==> config.mk <==
export PLATFORM = sky130hd
export DESIGN_NAME = output_frequency_limiter
export DESIGN_NICKNAME = d
export VERILOG_FILES = /design/src/rtl/freq_limit_pkg.sv /design/src/rtl/output_frequency_limiter.sv /design/src/rtl/jump_band.sv
export SDC_FILE = /design/constraint.sdc
export NUM_CORES = 1
export LEC_CHECK = 0
export ABC_AREA = 1
export BUFFER_PORTS_ARGS = -buffer_cell sky130_fd_sc_hd__buf_2
export CORE_MARGIN = 4
export CORE_UTILIZATION = 45
export CTS_BUF_LIST = sky130_fd_sc_hd__clkbuf_8
export CTS_CLUSTER_SIZE = 30
export DETAILED_ROUTE_END_ITERATION = 16
export GPL_TIMING_DRIVEN = 0
export MAX_ROUTING_LAYER = met4
export SYNTH_ARGS = -nofsm -noshare
export SYNTH_HDL_FRONTEND = slang
export SYNTH_HIERARCHICAL = 1
export SYNTH_SLANG_ARGS = --single-unit
==> constraint.sdc <==
create_clock -name ref_clk -period 12.43 [get_ports ref_clk]
set_clock_uncertainty 0.2 [all_clocks]
set_input_delay 2.486 -clock ref_clk [delete_from_list [all_inputs] [get_ports ref_clk]]
set_output_delay 2.486 -clock ref_clk [all_outputs]
set_load 0.005 [all_outputs]
==> src/rtl/freq_limit_pkg.sv <==
// Behaviour
// - clamp output at upper limit, default 120Hz; a lower limit set above it wins
// - extended upper limit 120-400Hz sets ceiling
// - upper and extended limit writes mirror each other
// - hold output at lower limit, 0-120Hz
// - jog at or below lower skips lower clamp, still capped at ceiling
// - start alone runs up to lower limit
// - three jump bands, 0-400Hz, 9999 disables
// - inside enabled band run at A setting
// - pair order chooses band hold edge
// - ramps pass through bands, target only jumps
// - base frequency 0-400Hz, default 50Hz
// - base voltage 0-1000V, 8888=95%, 9999=supply
// - second function selects second base frequency
// - settings other than start, jog and user group writable only when user group 0
// - base voltage caps output, never above supply
`default_nettype none

package freq_limit_pkg;

  // ------------------------------------------------------------
  // units and codes
  // ------------------------------------------------------------
  localparam int          VAL_W      = 16;        // 0.1 Hz or 1 V units
  localparam int          ID_W       = 4;
  localparam int          NUM_PARAM  = 15;
  localparam int          NUM_BAND   = 3;
  localparam logic [15:0] CODE_OFF   = 16'h270F;  // 9999
  localparam logic [15:0] CODE_V95   = 16'h22B8;  // 8888
  localparam logic [15:0] FREQ_0     = 16'h0000;
  localparam logic [15:0] FREQ_120   = 16'h04B0;  // 120.0 Hz
  localparam logic [15:0] FREQ_400   = 16'h0FA0;  // 400.0 Hz
  localparam logic [15:0] VOLT_1000  = 16'h03E8;
  localparam int          PCT_NUM    = 95;
  localparam int          PCT_DEN    = 100;

  // ------------------------------------------------------------
  // setting identifiers
  // ------------------------------------------------------------
  localparam logic [3:0] P_UPPER  = 4'h0;
  localparam logic [3:0] P_LOWER  = 4'h1;
  localparam logic [3:0] P_EXT    = 4'h2;
  localparam logic [3:0] P_START  = 4'h3;
  localparam logic [3:0] P_JOG    = 4'h4;
  localparam logic [3:0] P_JUMP0  = 4'h5;  // 1A,1B,2A,2B,3A,3B follow
  localparam logic [3:0] P_BASE   = 4'hB;
  localparam logic [3:0] P_BASEV  = 4'hC;
  localparam logic [3:0] P_BASE2  = 4'hD;
  localparam logic [3:0] P_UGROUP = 4'hE;

  // ------------------------------------------------------------
  // reset values, indexed by identifier
  // ------------------------------------------------------------
  localparam logic [15:0] RESET_VALS [NUM_PARAM] = '{
    16'h04B0, 16'h0000, 16'h04B0, 16'h0005, 16'h0032,
    16'h270F, 16'h270F, 16'h270F, 16'h270F, 16'h270F, 16'h270F,
    16'h01F4, 16'h22B8, 16'h270F, 16'h0000
  };

endpackage

`default_nettype wire

==> src/rtl/output_frequency_limiter.sv <==
`default_nettype none

module output_frequency_limiter
  import freq_limit_pkg::*;
(
  // clock and reset
  input  wire logic             ref_clk,
  input  wire logic             reset,
  // setting store port
  input  wire logic             wr_en,
  input  wire logic [ID_W-1:0]  wr_sel,
  input  wire logic [VAL_W-1:0] wr_data,
  output logic                  wr_ack_q,
  output logic                  wr_err_q,
  input  wire logic [ID_W-1:0]  rd_sel,
  output logic [VAL_W-1:0]      rd_data_q,
  // pins
  input  wire logic             start_in,
  input  wire logic             jog_in,
  input  wire logic             second_function_input,
  // command and supply
  input  wire logic [VAL_W-1:0] set_freq,
  input  wire logic [VAL_W-1:0] supply_voltage,
  // results
  output logic [VAL_W-1:0]      target_freq_q,
  output logic                  jump_hold_q,
  output logic [VAL_W-1:0]      eff_base_freq_q,
  output logic [VAL_W-1:0]      eff_base_voltage_q
);

  // ------------------------------------------------------------
  // decode helpers
  // ------------------------------------------------------------
  function automatic logic locked_id(input logic [ID_W-1:0] id);
    locked_id = (id != P_START) && (id != P_JOG) && (id != P_UGROUP);
  endfunction

  function automatic logic in_range(input logic [ID_W-1:0] id,
                                    input logic [VAL_W-1:0] v);
    logic r;
    r = 1'b0;
    if (id == P_UPPER || id == P_LOWER) begin
      r = (v <= FREQ_120);
    end else if (id == P_EXT) begin
      r = (v >= FREQ_120) && (v <= FREQ_400);
    end else if (id == P_START || id == P_JOG || id == P_BASE) begin
      r = (v <= FREQ_400);
    end else if (id >= P_JUMP0 && id < P_BASE) begin
      r = (v <= FREQ_400) || (v == CODE_OFF);
    end else if (id == P_BASE2) begin
      r = (v <= FREQ_400) || (v == CODE_OFF);
    end else if (id == P_BASEV) begin
      r = (v <= VOLT_1000) || (v == CODE_V95) || (v == CODE_OFF);
    end else if (id == P_UGROUP) begin
      r = 1'b1;
    end
    in_range = r;
  endfunction

  // ------------------------------------------------------------
  // setting store
  // ------------------------------------------------------------
  logic [VAL_W-1:0] set_q [NUM_PARAM];

  wire ugroup_open = (set_q[P_UGROUP] == 16'h0000);
  wire id_valid    = (wr_sel < ID_W'(NUM_PARAM));
  wire wr_ok       = wr_en && id_valid && in_range(wr_sel, wr_data)
                     && (ugroup_open || !locked_id(wr_sel));
  wire limit_pair  = (wr_sel == P_UPPER) || (wr_sel == P_EXT);

  // store writes, upper and extended limit share each write
  always_ff @(posedge ref_clk or posedge reset) begin
    if (reset) begin
      for (int i = 0; i < NUM_PARAM; i++) begin
        set_q[i] <= RESET_VALS[i];
      end
    end else begin
      for (int i = 0; i < NUM_PARAM; i++) begin
        if (wr_ok && (wr_sel == ID_W'(i))) begin
          set_q[i] <= wr_data;
        end
      end
      if (wr_ok && limit_pair) begin
        set_q[P_UPPER] <= wr_data;
        set_q[P_EXT]   <= wr_data;
      end
    end
  end

  // write answer and readback
  always_ff @(posedge ref_clk or posedge reset) begin
    if (reset) begin
      wr_ack_q  <= 1'b0;
      wr_err_q  <= 1'b0;
      rd_data_q <= 16'h0000;
    end else begin
      wr_ack_q  <= wr_ok;
      wr_err_q  <= wr_en && !wr_ok;
      rd_data_q <= (rd_sel < ID_W'(NUM_PARAM)) ? set_q[rd_sel] : 16'h0000;
    end
  end

  // named views of the store
  wire [VAL_W-1:0] upper_freq_limit    = set_q[P_UPPER];
  wire [VAL_W-1:0] lower_freq_limit    = set_q[P_LOWER];
  wire [VAL_W-1:0] extended_upper_limit = set_q[P_EXT];
  wire [VAL_W-1:0] starting_freq       = set_q[P_START];
  wire [VAL_W-1:0] jog_freq            = set_q[P_JOG];
  wire [VAL_W-1:0] base_freq           = set_q[P_BASE];
  wire [VAL_W-1:0] base_voltage        = set_q[P_BASEV];
  wire [VAL_W-1:0] second_base_freq    = set_q[P_BASE2];

  // ------------------------------------------------------------
  // pin synchronisers
  // ------------------------------------------------------------
  logic [2:0] pin_meta_q;
  logic [2:0] pin_sync_q;

  // two flops per pin: start, jog, second function
  always_ff @(posedge ref_clk or posedge reset) begin
    if (reset) begin
      pin_meta_q <= 3'h0;
      pin_sync_q <= 3'h0;
    end else begin
      pin_meta_q <= {second_function_input, jog_in, start_in};
      pin_sync_q <= pin_meta_q;
    end
  end

  wire start_s  = pin_sync_q[0];
  wire jog_s    = pin_sync_q[1];
  wire second_s = pin_sync_q[2];

  // ------------------------------------------------------------
  // jump bands
  // ------------------------------------------------------------
  logic [NUM_BAND-1:0] band_hit;
  logic [VAL_W-1:0]    band_point [NUM_BAND];

  genvar g;
  generate
    for (g = 0; g < NUM_BAND; g++) begin : g_band
      jump_band u_band (
        .bound_a (set_q[P_JUMP0 + 2*g]),
        .bound_b (set_q[P_JUMP0 + 2*g + 1]),
        .freq    (set_freq),
        .hit     (band_hit[g]),
        .point   (band_point[g])
      );
    end
  endgenerate

  // lowest numbered band wins
  wire [VAL_W-1:0] jumped = band_hit[0] ? band_point[0] :
                            band_hit[1] ? band_point[1] :
                            band_hit[2] ? band_point[2] : set_freq;

  // ------------------------------------------------------------
  // clamps, jump applied before them
  // ------------------------------------------------------------
  wire [VAL_W-1:0] ceiling = extended_upper_limit;
  wire [VAL_W-1:0] capped  = (jumped > ceiling) ? ceiling : jumped;
  wire [VAL_W-1:0] floored = (capped < lower_freq_limit)
                             ? lower_freq_limit : capped;
  wire [VAL_W-1:0] jog_cap = (jog_freq > ceiling) ? ceiling : jog_freq;
  wire [VAL_W-1:0] run_val = jog_s ? jog_cap : floored;
  wire [VAL_W-1:0] target_d = start_s ? run_val : FREQ_0;
  wire             hold_d   = start_s && !jog_s && (|band_hit);

  // steady target only; the ramp downstream crosses bands freely
  always_ff @(posedge ref_clk or posedge reset) begin
    if (reset) begin
      target_freq_q <= 16'h0000;
      jump_hold_q   <= 1'b0;
    end else begin
      target_freq_q <= target_d;
      jump_hold_q   <= hold_d;
    end
  end

  // ------------------------------------------------------------
  // base frequency and voltage for the v/f stage
  // ------------------------------------------------------------
  logic [31:0] v95_wide;
  assign v95_wide = (32'(supply_voltage) * 32'(PCT_NUM)) / 32'(PCT_DEN);

  wire             use_second = second_s && (second_base_freq != CODE_OFF);
  wire [VAL_W-1:0] base_f_d   = use_second ? second_base_freq : base_freq;
  wire [VAL_W-1:0] volt_req   = (base_voltage == CODE_V95) ? v95_wide[VAL_W-1:0] :
                                (base_voltage == CODE_OFF) ? supply_voltage :
                                base_voltage;
  wire [VAL_W-1:0] volt_d     = (volt_req > supply_voltage)
                                ? supply_voltage : volt_req;

  // v/f settings registered
  always_ff @(posedge ref_clk or posedge reset) begin
    if (reset) begin
      eff_base_freq_q    <= 16'h0000;
      eff_base_voltage_q <= 16'h0000;
    end else begin
      eff_base_freq_q    <= base_f_d;
      eff_base_voltage_q <= volt_d;
    end
  end

  // ------------------------------------------------------------
  // checks
  // ------------------------------------------------------------
  property p_upper_cap;
    @(posedge ref_clk) disable iff (reset)
    start_s |=> (target_freq_q <= $past(extended_upper_limit));
  endproperty
  a_upper_cap: assert property (p_upper_cap)
    else $error("target above upper limit");

  property p_lower_hold;
    @(posedge ref_clk) disable iff (reset)
    (start_s && !jog_s && lower_freq_limit <= ceiling)
      |=> (target_freq_q >= $past(lower_freq_limit));
  endproperty
  a_lower_hold: assert property (p_lower_hold)
    else $error("target below lower limit");

  property p_mirror;
    @(posedge ref_clk) disable iff (reset)
    (wr_ok && limit_pair)
      |=> (upper_freq_limit == extended_upper_limit)
          && (upper_freq_limit == $past(wr_data));
  endproperty
  a_mirror: assert property (p_mirror)
    else $error("limits not mirrored");

  property p_jog_first;
    @(posedge ref_clk) disable iff (reset)
    (start_s && jog_s && jog_freq <= lower_freq_limit && jog_freq <= ceiling)
      |=> (target_freq_q == $past(jog_freq));
  endproperty
  a_jog_first: assert property (p_jog_first)
    else $error("jog not taken over lower limit");

  property p_start_lower;
    @(posedge ref_clk) disable iff (reset)
    (start_s && !jog_s && set_freq == FREQ_0 && band_hit == 3'h0
     && lower_freq_limit > starting_freq && lower_freq_limit <= ceiling)
      |=> (target_freq_q == $past(lower_freq_limit));
  endproperty
  a_start_lower: assert property (p_start_lower)
    else $error("start alone not at lower limit");

  property p_jump_point;
    @(posedge ref_clk) disable iff (reset)
    (start_s && !jog_s && band_hit[0] && band_point[0] <= ceiling
     && band_point[0] >= lower_freq_limit)
      |=> (target_freq_q == $past(band_point[0])) && jump_hold_q;
  endproperty
  a_jump_point: assert property (p_jump_point)
    else $error("band 1 not held at its A setting");

  property p_second_band;
    @(posedge ref_clk) disable iff (reset)
    (start_s && !jog_s && !band_hit[0] && band_hit[1] && band_point[1] <= ceiling
     && band_point[1] >= lower_freq_limit)
      |=> (target_freq_q == $past(band_point[1])) && jump_hold_q;
  endproperty
  a_second_band: assert property (p_second_band)
    else $error("band 2 not held at its A setting");

  property p_locked;
    @(posedge ref_clk) disable iff (reset)
    (wr_en && locked_id(wr_sel) && !ugroup_open)
      |=> wr_err_q && !wr_ack_q && $stable(set_q[P_LOWER]);
  endproperty
  a_locked: assert property (p_locked)
    else $error("locked setting accepted");

  property p_second_base;
    @(posedge ref_clk) disable iff (reset)
    (second_s && second_base_freq != CODE_OFF)
      |=> (eff_base_freq_q == $past(second_base_freq));
  endproperty
  a_second_base: assert property (p_second_base)
    else $error("second base frequency not used");

  property p_volt_cap;
    @(posedge ref_clk) disable iff (reset)
    1'b1 |=> (eff_base_voltage_q <= $past(supply_voltage));
  endproperty
  a_volt_cap: assert property (p_volt_cap)
    else $error("base voltage above supply");

  property p_volt_full;
    @(posedge ref_clk) disable iff (reset)
    (base_voltage == CODE_OFF) |=> (eff_base_voltage_q == $past(supply_voltage));
  endproperty
  a_volt_full: assert property (p_volt_full)
    else $error("code 9999 not at supply voltage");

  property p_stopped;
    @(posedge ref_clk) disable iff (reset)
    !start_s |=> (target_freq_q == FREQ_0) && !jump_hold_q;
  endproperty
  a_stopped: assert property (p_stopped)
    else $error("target nonzero without start");

endmodule

`default_nettype wire

==> src/rtl/jump_band.sv <==
`default_nettype none

module jump_band
  import freq_limit_pkg::*;
(
  // band settings
  input  wire logic [VAL_W-1:0] bound_a,
  input  wire logic [VAL_W-1:0] bound_b,
  // frequency under test
  input  wire logic [VAL_W-1:0] freq,
  // result
  output logic                  hit,
  output logic [VAL_W-1:0]      point
);

  // ------------------------------------------------------------
  // inclusive range in either order, off when a bound is 9999
  // ------------------------------------------------------------
  wire             band_on = (bound_a != CODE_OFF) && (bound_b != CODE_OFF);
  wire [VAL_W-1:0] lo      = (bound_a < bound_b) ? bound_a : bound_b;
  wire [VAL_W-1:0] hi      = (bound_a < bound_b) ? bound_b : bound_a;

  assign hit   = band_on && (freq >= lo) && (freq <= hi);
  assign point = bound_a;  // held edge set by pair order

endmodule

`default_nettype wire

---- After elaboration in Yosys (flattened, before gate mapping) ----
Index checks and enable logic that the tools add are counted.
Widths: inputs -> output; s select.
storage, ports and cells
  flip-flop bits (word level) ............. 313
  input port bits ......................... 62
  output and inout bits ................... 67
  word-level logic and storage cells ...... 162
operators by class
  multipliers ............................. 1
  divide/modulo/power cells ............... 1
  magnitude comparators ................... 22
  equality and inequality tests ........... 28
  multiplexer cells ....................... 33
  bitwise gates (word level) .............. 1
  reductions and logical operators ........ 52
operator list
  kind                   number
  $mux 16                25
  $ne 16x14->1 const B   7
  $bmux 16 s4            1
  $eq 16x14->1 const B   4
  $lt 16x16->1           4
  $ge 16x16->1           3
  $gt 16x16->1           3
  $le 16x16->1           3
  $logic_and 1x1->1      36
  $div 23x7->32 const B  1
  $eq 4x4->1 const B     7
  $mul 16x7->23 const B  1
  $eq 4x3->1 const B     4
  $ge 16x11->1 const B   1
  $le 16x10->1 const B   1
  $le 16x11->1 const B   1
  $le 16x12->1 const B   1
  $logic_not 16->1       1
  $lt 4x4->1 const B     3
  $eq 4x2->1 const B     2
  $logic_or 1x1->1       8
  $mux 1                 7
  $ge 5x5->1 const B     1
  $not 4->5              1
  9 further kinds        12

---- Longest topological paths before layout ----
  word-level depth ........................ 14
  depth in mapped cells ................... 115
  mapped depth without buffers ............ 114

---- Hierarchy ----
Netlist, hierarchy kept.
modules (own cells, without submodules)
  module                    instances  cells an instance  area an instance (µm²)  sequential area each (µm²)
  output_frequency_limiter  1          2833               21738.3                 7933.9
  jump_band                 3          324                1860.5                  0.0

---- Worst setup path before layout ----
Ideal clock, no wire load.
  path type ............................... input -> register
  from .................................... input port supply_voltage[13]
  to ...................................... register eff_base_voltage_q[9]
  library setup time ...................... 0.127 ns
  arrival time ............................ 13.558 ns
  data required time ...................... 12.103 ns
  setup slack ............................. -1.455 ns
  cell stages on the path ................. 100
  buffers on the path ..................... 1
  cell sequence ........................... inv_1 > fa_1 > inv_1 > fa_1 > fa_1 > inv_1 > fa_1 > inv_1 > ha_1 > nand2_1 > inv_2 > nand2_2 > inv_1 > a21oi_1 > nand2_1 > nand2_1 > nand2_4 > inv_1 > (+64 left out) > o21ai_1 > nor2_1 > nand2_1 > nand2_1 > nand2_1 > o211ai_2 > ha_1 > inv_1 > o21bai_1 > a221oi_1 > o221ai_1 > a221oi_1 > o21ai_0 > nand2_1 > clkbuf_1 > inv_1 > nand2_1 > o21ai_0
between the ends
  word-level cells in the longest chain between the ends .. 5
  elaborated cells between the ends (all ways) .. 6
  those cells by class .................... mul: 1; div: 1; order compare: 1; mux: 3
RTL lines
  what                  line                             text
  from (decl)           output_frequency_limiter.sv:23   input wire logic [VAL_W-1:0] supply_voltage,
  $mul 16x7->23         output_frequency_limiter.sv:185  assign v95_wide = (32'(supply_voltage) * 32'(PCT_NUM)) / 32'(PCT_DEN);
  $div 23x7->32         output_frequency_limiter.sv:185
  $mux 16               output_frequency_limiter.sv:189  wire [VAL_W-1:0] volt_req = (base_voltage == CODE_V95) ? v95_wide[VAL_W-1:0] :
  $gt 16x16->1          output_frequency_limiter.sv:192  wire [VAL_W-1:0] volt_d = (volt_req > supply_voltage)
  $mux 16 *             output_frequency_limiter.sv:193  ? supply_voltage : volt_req;
  net volt_d[9]         output_frequency_limiter.sv:192
  to (signal assigned)  output_frequency_limiter.sv:202  eff_base_voltage_q <= volt_d;
  to (decl)             output_frequency_limiter.sv:28   output logic [VAL_W-1:0] eff_base_voltage_q
Mark *: on every way through the listed nets, which the timed path passes. The rest lies on a longest branch.
A chain may end at the register's enable or synchronous reset.

---- Final worst setup path ----
  from .................................... input port supply_voltage[14]
  to ...................................... register eff_base_voltage_q[5]
The elaborated chain is that of the path after synthesis.

==> results.json <==
{
  "grt_max_degree": 115,
  "status": "finished, violations left",
  "finalSetupViolCount": 16,
  "hold_violations": 0,
  "dp_slack_ns": -3.35,
  "worstSetupStartpoint": "supply_voltage[14]",
  "synth_cell_type_count": 62,
  "hold_class": "reg2reg",
  "htree_levels": 2,
  "grt_pass1_wl_mm": 162,
  "arrival_ns": 15.04,
  "wirelength_mm": 108,
  "cp_common_cell": "nand2_4",
  "synthArstFlopShare_pct": 100,
  "synth_area_um2": 27300,
  "drt_iter0_markers": 2542,
  "violations": "setup timing",
  "chipHeight_um": 254,
  "yosysSeqAreaShare_pct": 29.0,
  "dp_cells": 4714,
  "rr_worst_depth": 43,
  "synth_top_area_share_pct": 21.3,
  "worst-path-max-fanout": 8,
  "cts_root_buffer": "clkbuf_8",
  "critPathLaunchType": "primary input",
  "largest_register_ffs": 112,
  "clkSinkCount": 313,
  "maxSlewHeadroom_pct": 19.5,
  "io_pins": 129,
  "ctsHoldBuffers": 0,
  "cp.required_ns": 12.78,
  "vias_per_cell": 5.67,
  "path_clk_slew_ns": 0.05,
  "avgSynthCellArea_um2": 7.18,
  "critPathKind": "in2reg",
  "via_count": 27900,
  "clock_path_buffers": 3,
  "maxSlewViolCount": 0,
  "drcViolationCount": 0,
  "drive_gt1_share_pct": 19.5,
  "grt_overflow_total": 0,
  "syn-num-nets": 4177,
  "core_um2": 60200,
  "min_to": "pin_sync_q[2]",
  "grt_pass1_vias": 26500,
  "hp-start": "pin_meta_q[2]",
  "fp.dieW_um": 254,
  "met2_usage_pct": 53.8,
  "cts_tree": "yes",
  "worstMarginPinSlew_ns": 1.21,
  "row_count": 90,
  "max_flop_register": "set_q",
  "port_buffers": 125,
  "numCtsBuffers": 56,
  "fin_crit_sh_pct": 118,
  "cpPeakStageDelay_ns": 0.57,
  "r2r-start": "set_q[73]",
  "track_usage_pct": 33.7,
  "cpMaxStageDelayCell": "fa_1",
  "yosys_warnings": 6,
  "yosysMostFrequentCell": "nand2_1",
  "fin_ws_ns": -2.26,
  "holdPathStages": 0,
  "synth.largest_area_cell": "dfrtp_1",
  "netlist_top_cells_area": "dfrtp_1 (21%), nand2_1 (14%), ha_1 (12%)",
  "design_area_um2": 32200,
  "synth_common_cells": "nand2_1 (1011), inv_1 (499), o21ai_0 (390), ha_1 (256), nand3_1 (256)",
  "gp_congestion": 1.03,
  "drtAntennaViolNets": 0,
  "dieArea_um2": 64700,
  "synth_enable_flop_cells": 0,
  "area_delta_synth_final_pct": 17.8,
  "rrSetupSlack_ns": 3.81,
  "met3_usage_pct": 5.65,
  "layoutNonFillerInstCount": 4930,
  "clk_latency_ns": 0.73,
  "rsz0062_at_grt": "true",
  "antenna_found_initial": 8,
  "timing.rr.end": "target_freq_q[10]",
  "grt_use_met1_pct": 43.0,
  "place_area_um2": 29200,
  "synth_seq_cells": 313,
  "grt_busiest_layer": "met2",
  "initial_utilization_pct": 45.3,
  "cap_violations": 0,
  "first_pass_iters": 6,
  "max_freq_mhz": 68.1,
  "period_needed_ns": 14.69,
  "end_kind": "register",
  "syn_inst": 3805,
  "hpwl_mm": 83.3,
  "synthFlopType": "dfrtp_1",
  "final_nets": 4464,
  "wl_per_cell_um": 21.9
}
## stage by stage
step / TNS [ns] / util, % / hold slack (ns)
floorplan: -17.82 / - / 0.131
global placement: -638.83 / 48.4 / 0.135
detailed placement: -51.81 / 48.5 / 0.135
CTS: -30.32 / 52.4 / 0.148
global route: -49.24 / 53.4 / 0.159
finish: -35.28 / 53.4 / 0.146
## how the worst max path moves through the flow
stage                                        to  slack [ns]  cells after the start
final                     eff_base_voltage_q[5]       -2.26                     97
after global routing      eff_base_voltage_q[5]       -3.12                     95
after CTS                 eff_base_voltage_q[9]       -1.93                    100
after detailed placement  eff_base_voltage_q[9]       -3.35                     98
after global placement    eff_base_voltage_q[9]       -3.35                    100
after floorplan           eff_base_voltage_q[9]       -1.20                    105
## metal layers
layer	part of all wire [%]	vias up
li1	-	13100
met4	5.3	0
met5	0	-
met1	41	13200
met2	46	1313
met3	8.1	332
## area by class of cell
type / count / area (um2)
timing repair buffer: 229 / 1560
sequential: 313 / 7930
tap: 782 / 978
multi-input combinational: 2756 / 17400
clock buffer: 71 / 977
clock inverter: 35 / 228
buffer: 193 / 1030
antenna: 8 / 20.0
fill: 5981 / 28100
inverter: 543 / 2090
## critical path: cells and delay by family
family | cells | cell delay [ns]
adder cells (fa/ha/maj) | 6 | 2.72
buffers and inverters | 12 | 1.03
AO/OA/AOI/OAI | 9 | 1.46
AND/OR/NAND/NOR | 70 | 7.24
## what timing repair did
action | 4_1_cts | 5_1_grt
setup buffers | 69 | 30
endpoints found under the setup margin | 16 | 16
pin swaps | 99 | 69
gates cloned | 1 | 2
resized for setup | 150 | 81
## placed cells by master (no fill, tap or decap), types with 12 or more instances in the layout
cell         n
inv_1      502
ha_4        12
o21ai_0    375
clkbuf_8    71
nor2_4      18
nand2_4     67
clkbuf_1   112
nor3_1      25
o2111ai_1   18
nand3_2     23
o21ai_1     18
nand4_1     77
dfstp_2     81
ha_1       244
o211ai_1    24
o21ai_2     12
buf_2      131
nor2_1     147
nand3_1    238
nand2_1    957
buf_4      152
buf_6       14
xor2_1      12
fa_1        54
nor4_1      13
dfrtp_1    232
a221oi_1    30
a21oi_1    173
nand2_2     78
inv_2       44
## kinds of logic (layout without fill, tap and decap cells)
group	count (synthesis)	in the layout	share of synthesized area, %
AO/OA/AOI/OAI	729	729	15.2
buffers and inverters	736	1071	11.1
flip-flops	313	313	29.0
AND/OR/NAND/NOR	1689	1689	28.0
adder cells (fa/ha/maj)	310	310	15.7
multiplexers	8	8	0.330
XOR/XNOR	20	20	0.641
other	0	8	0
Power is not shown: default switching activity piles up to over one toggle a cycle in this logic, so the estimate is an artifact.
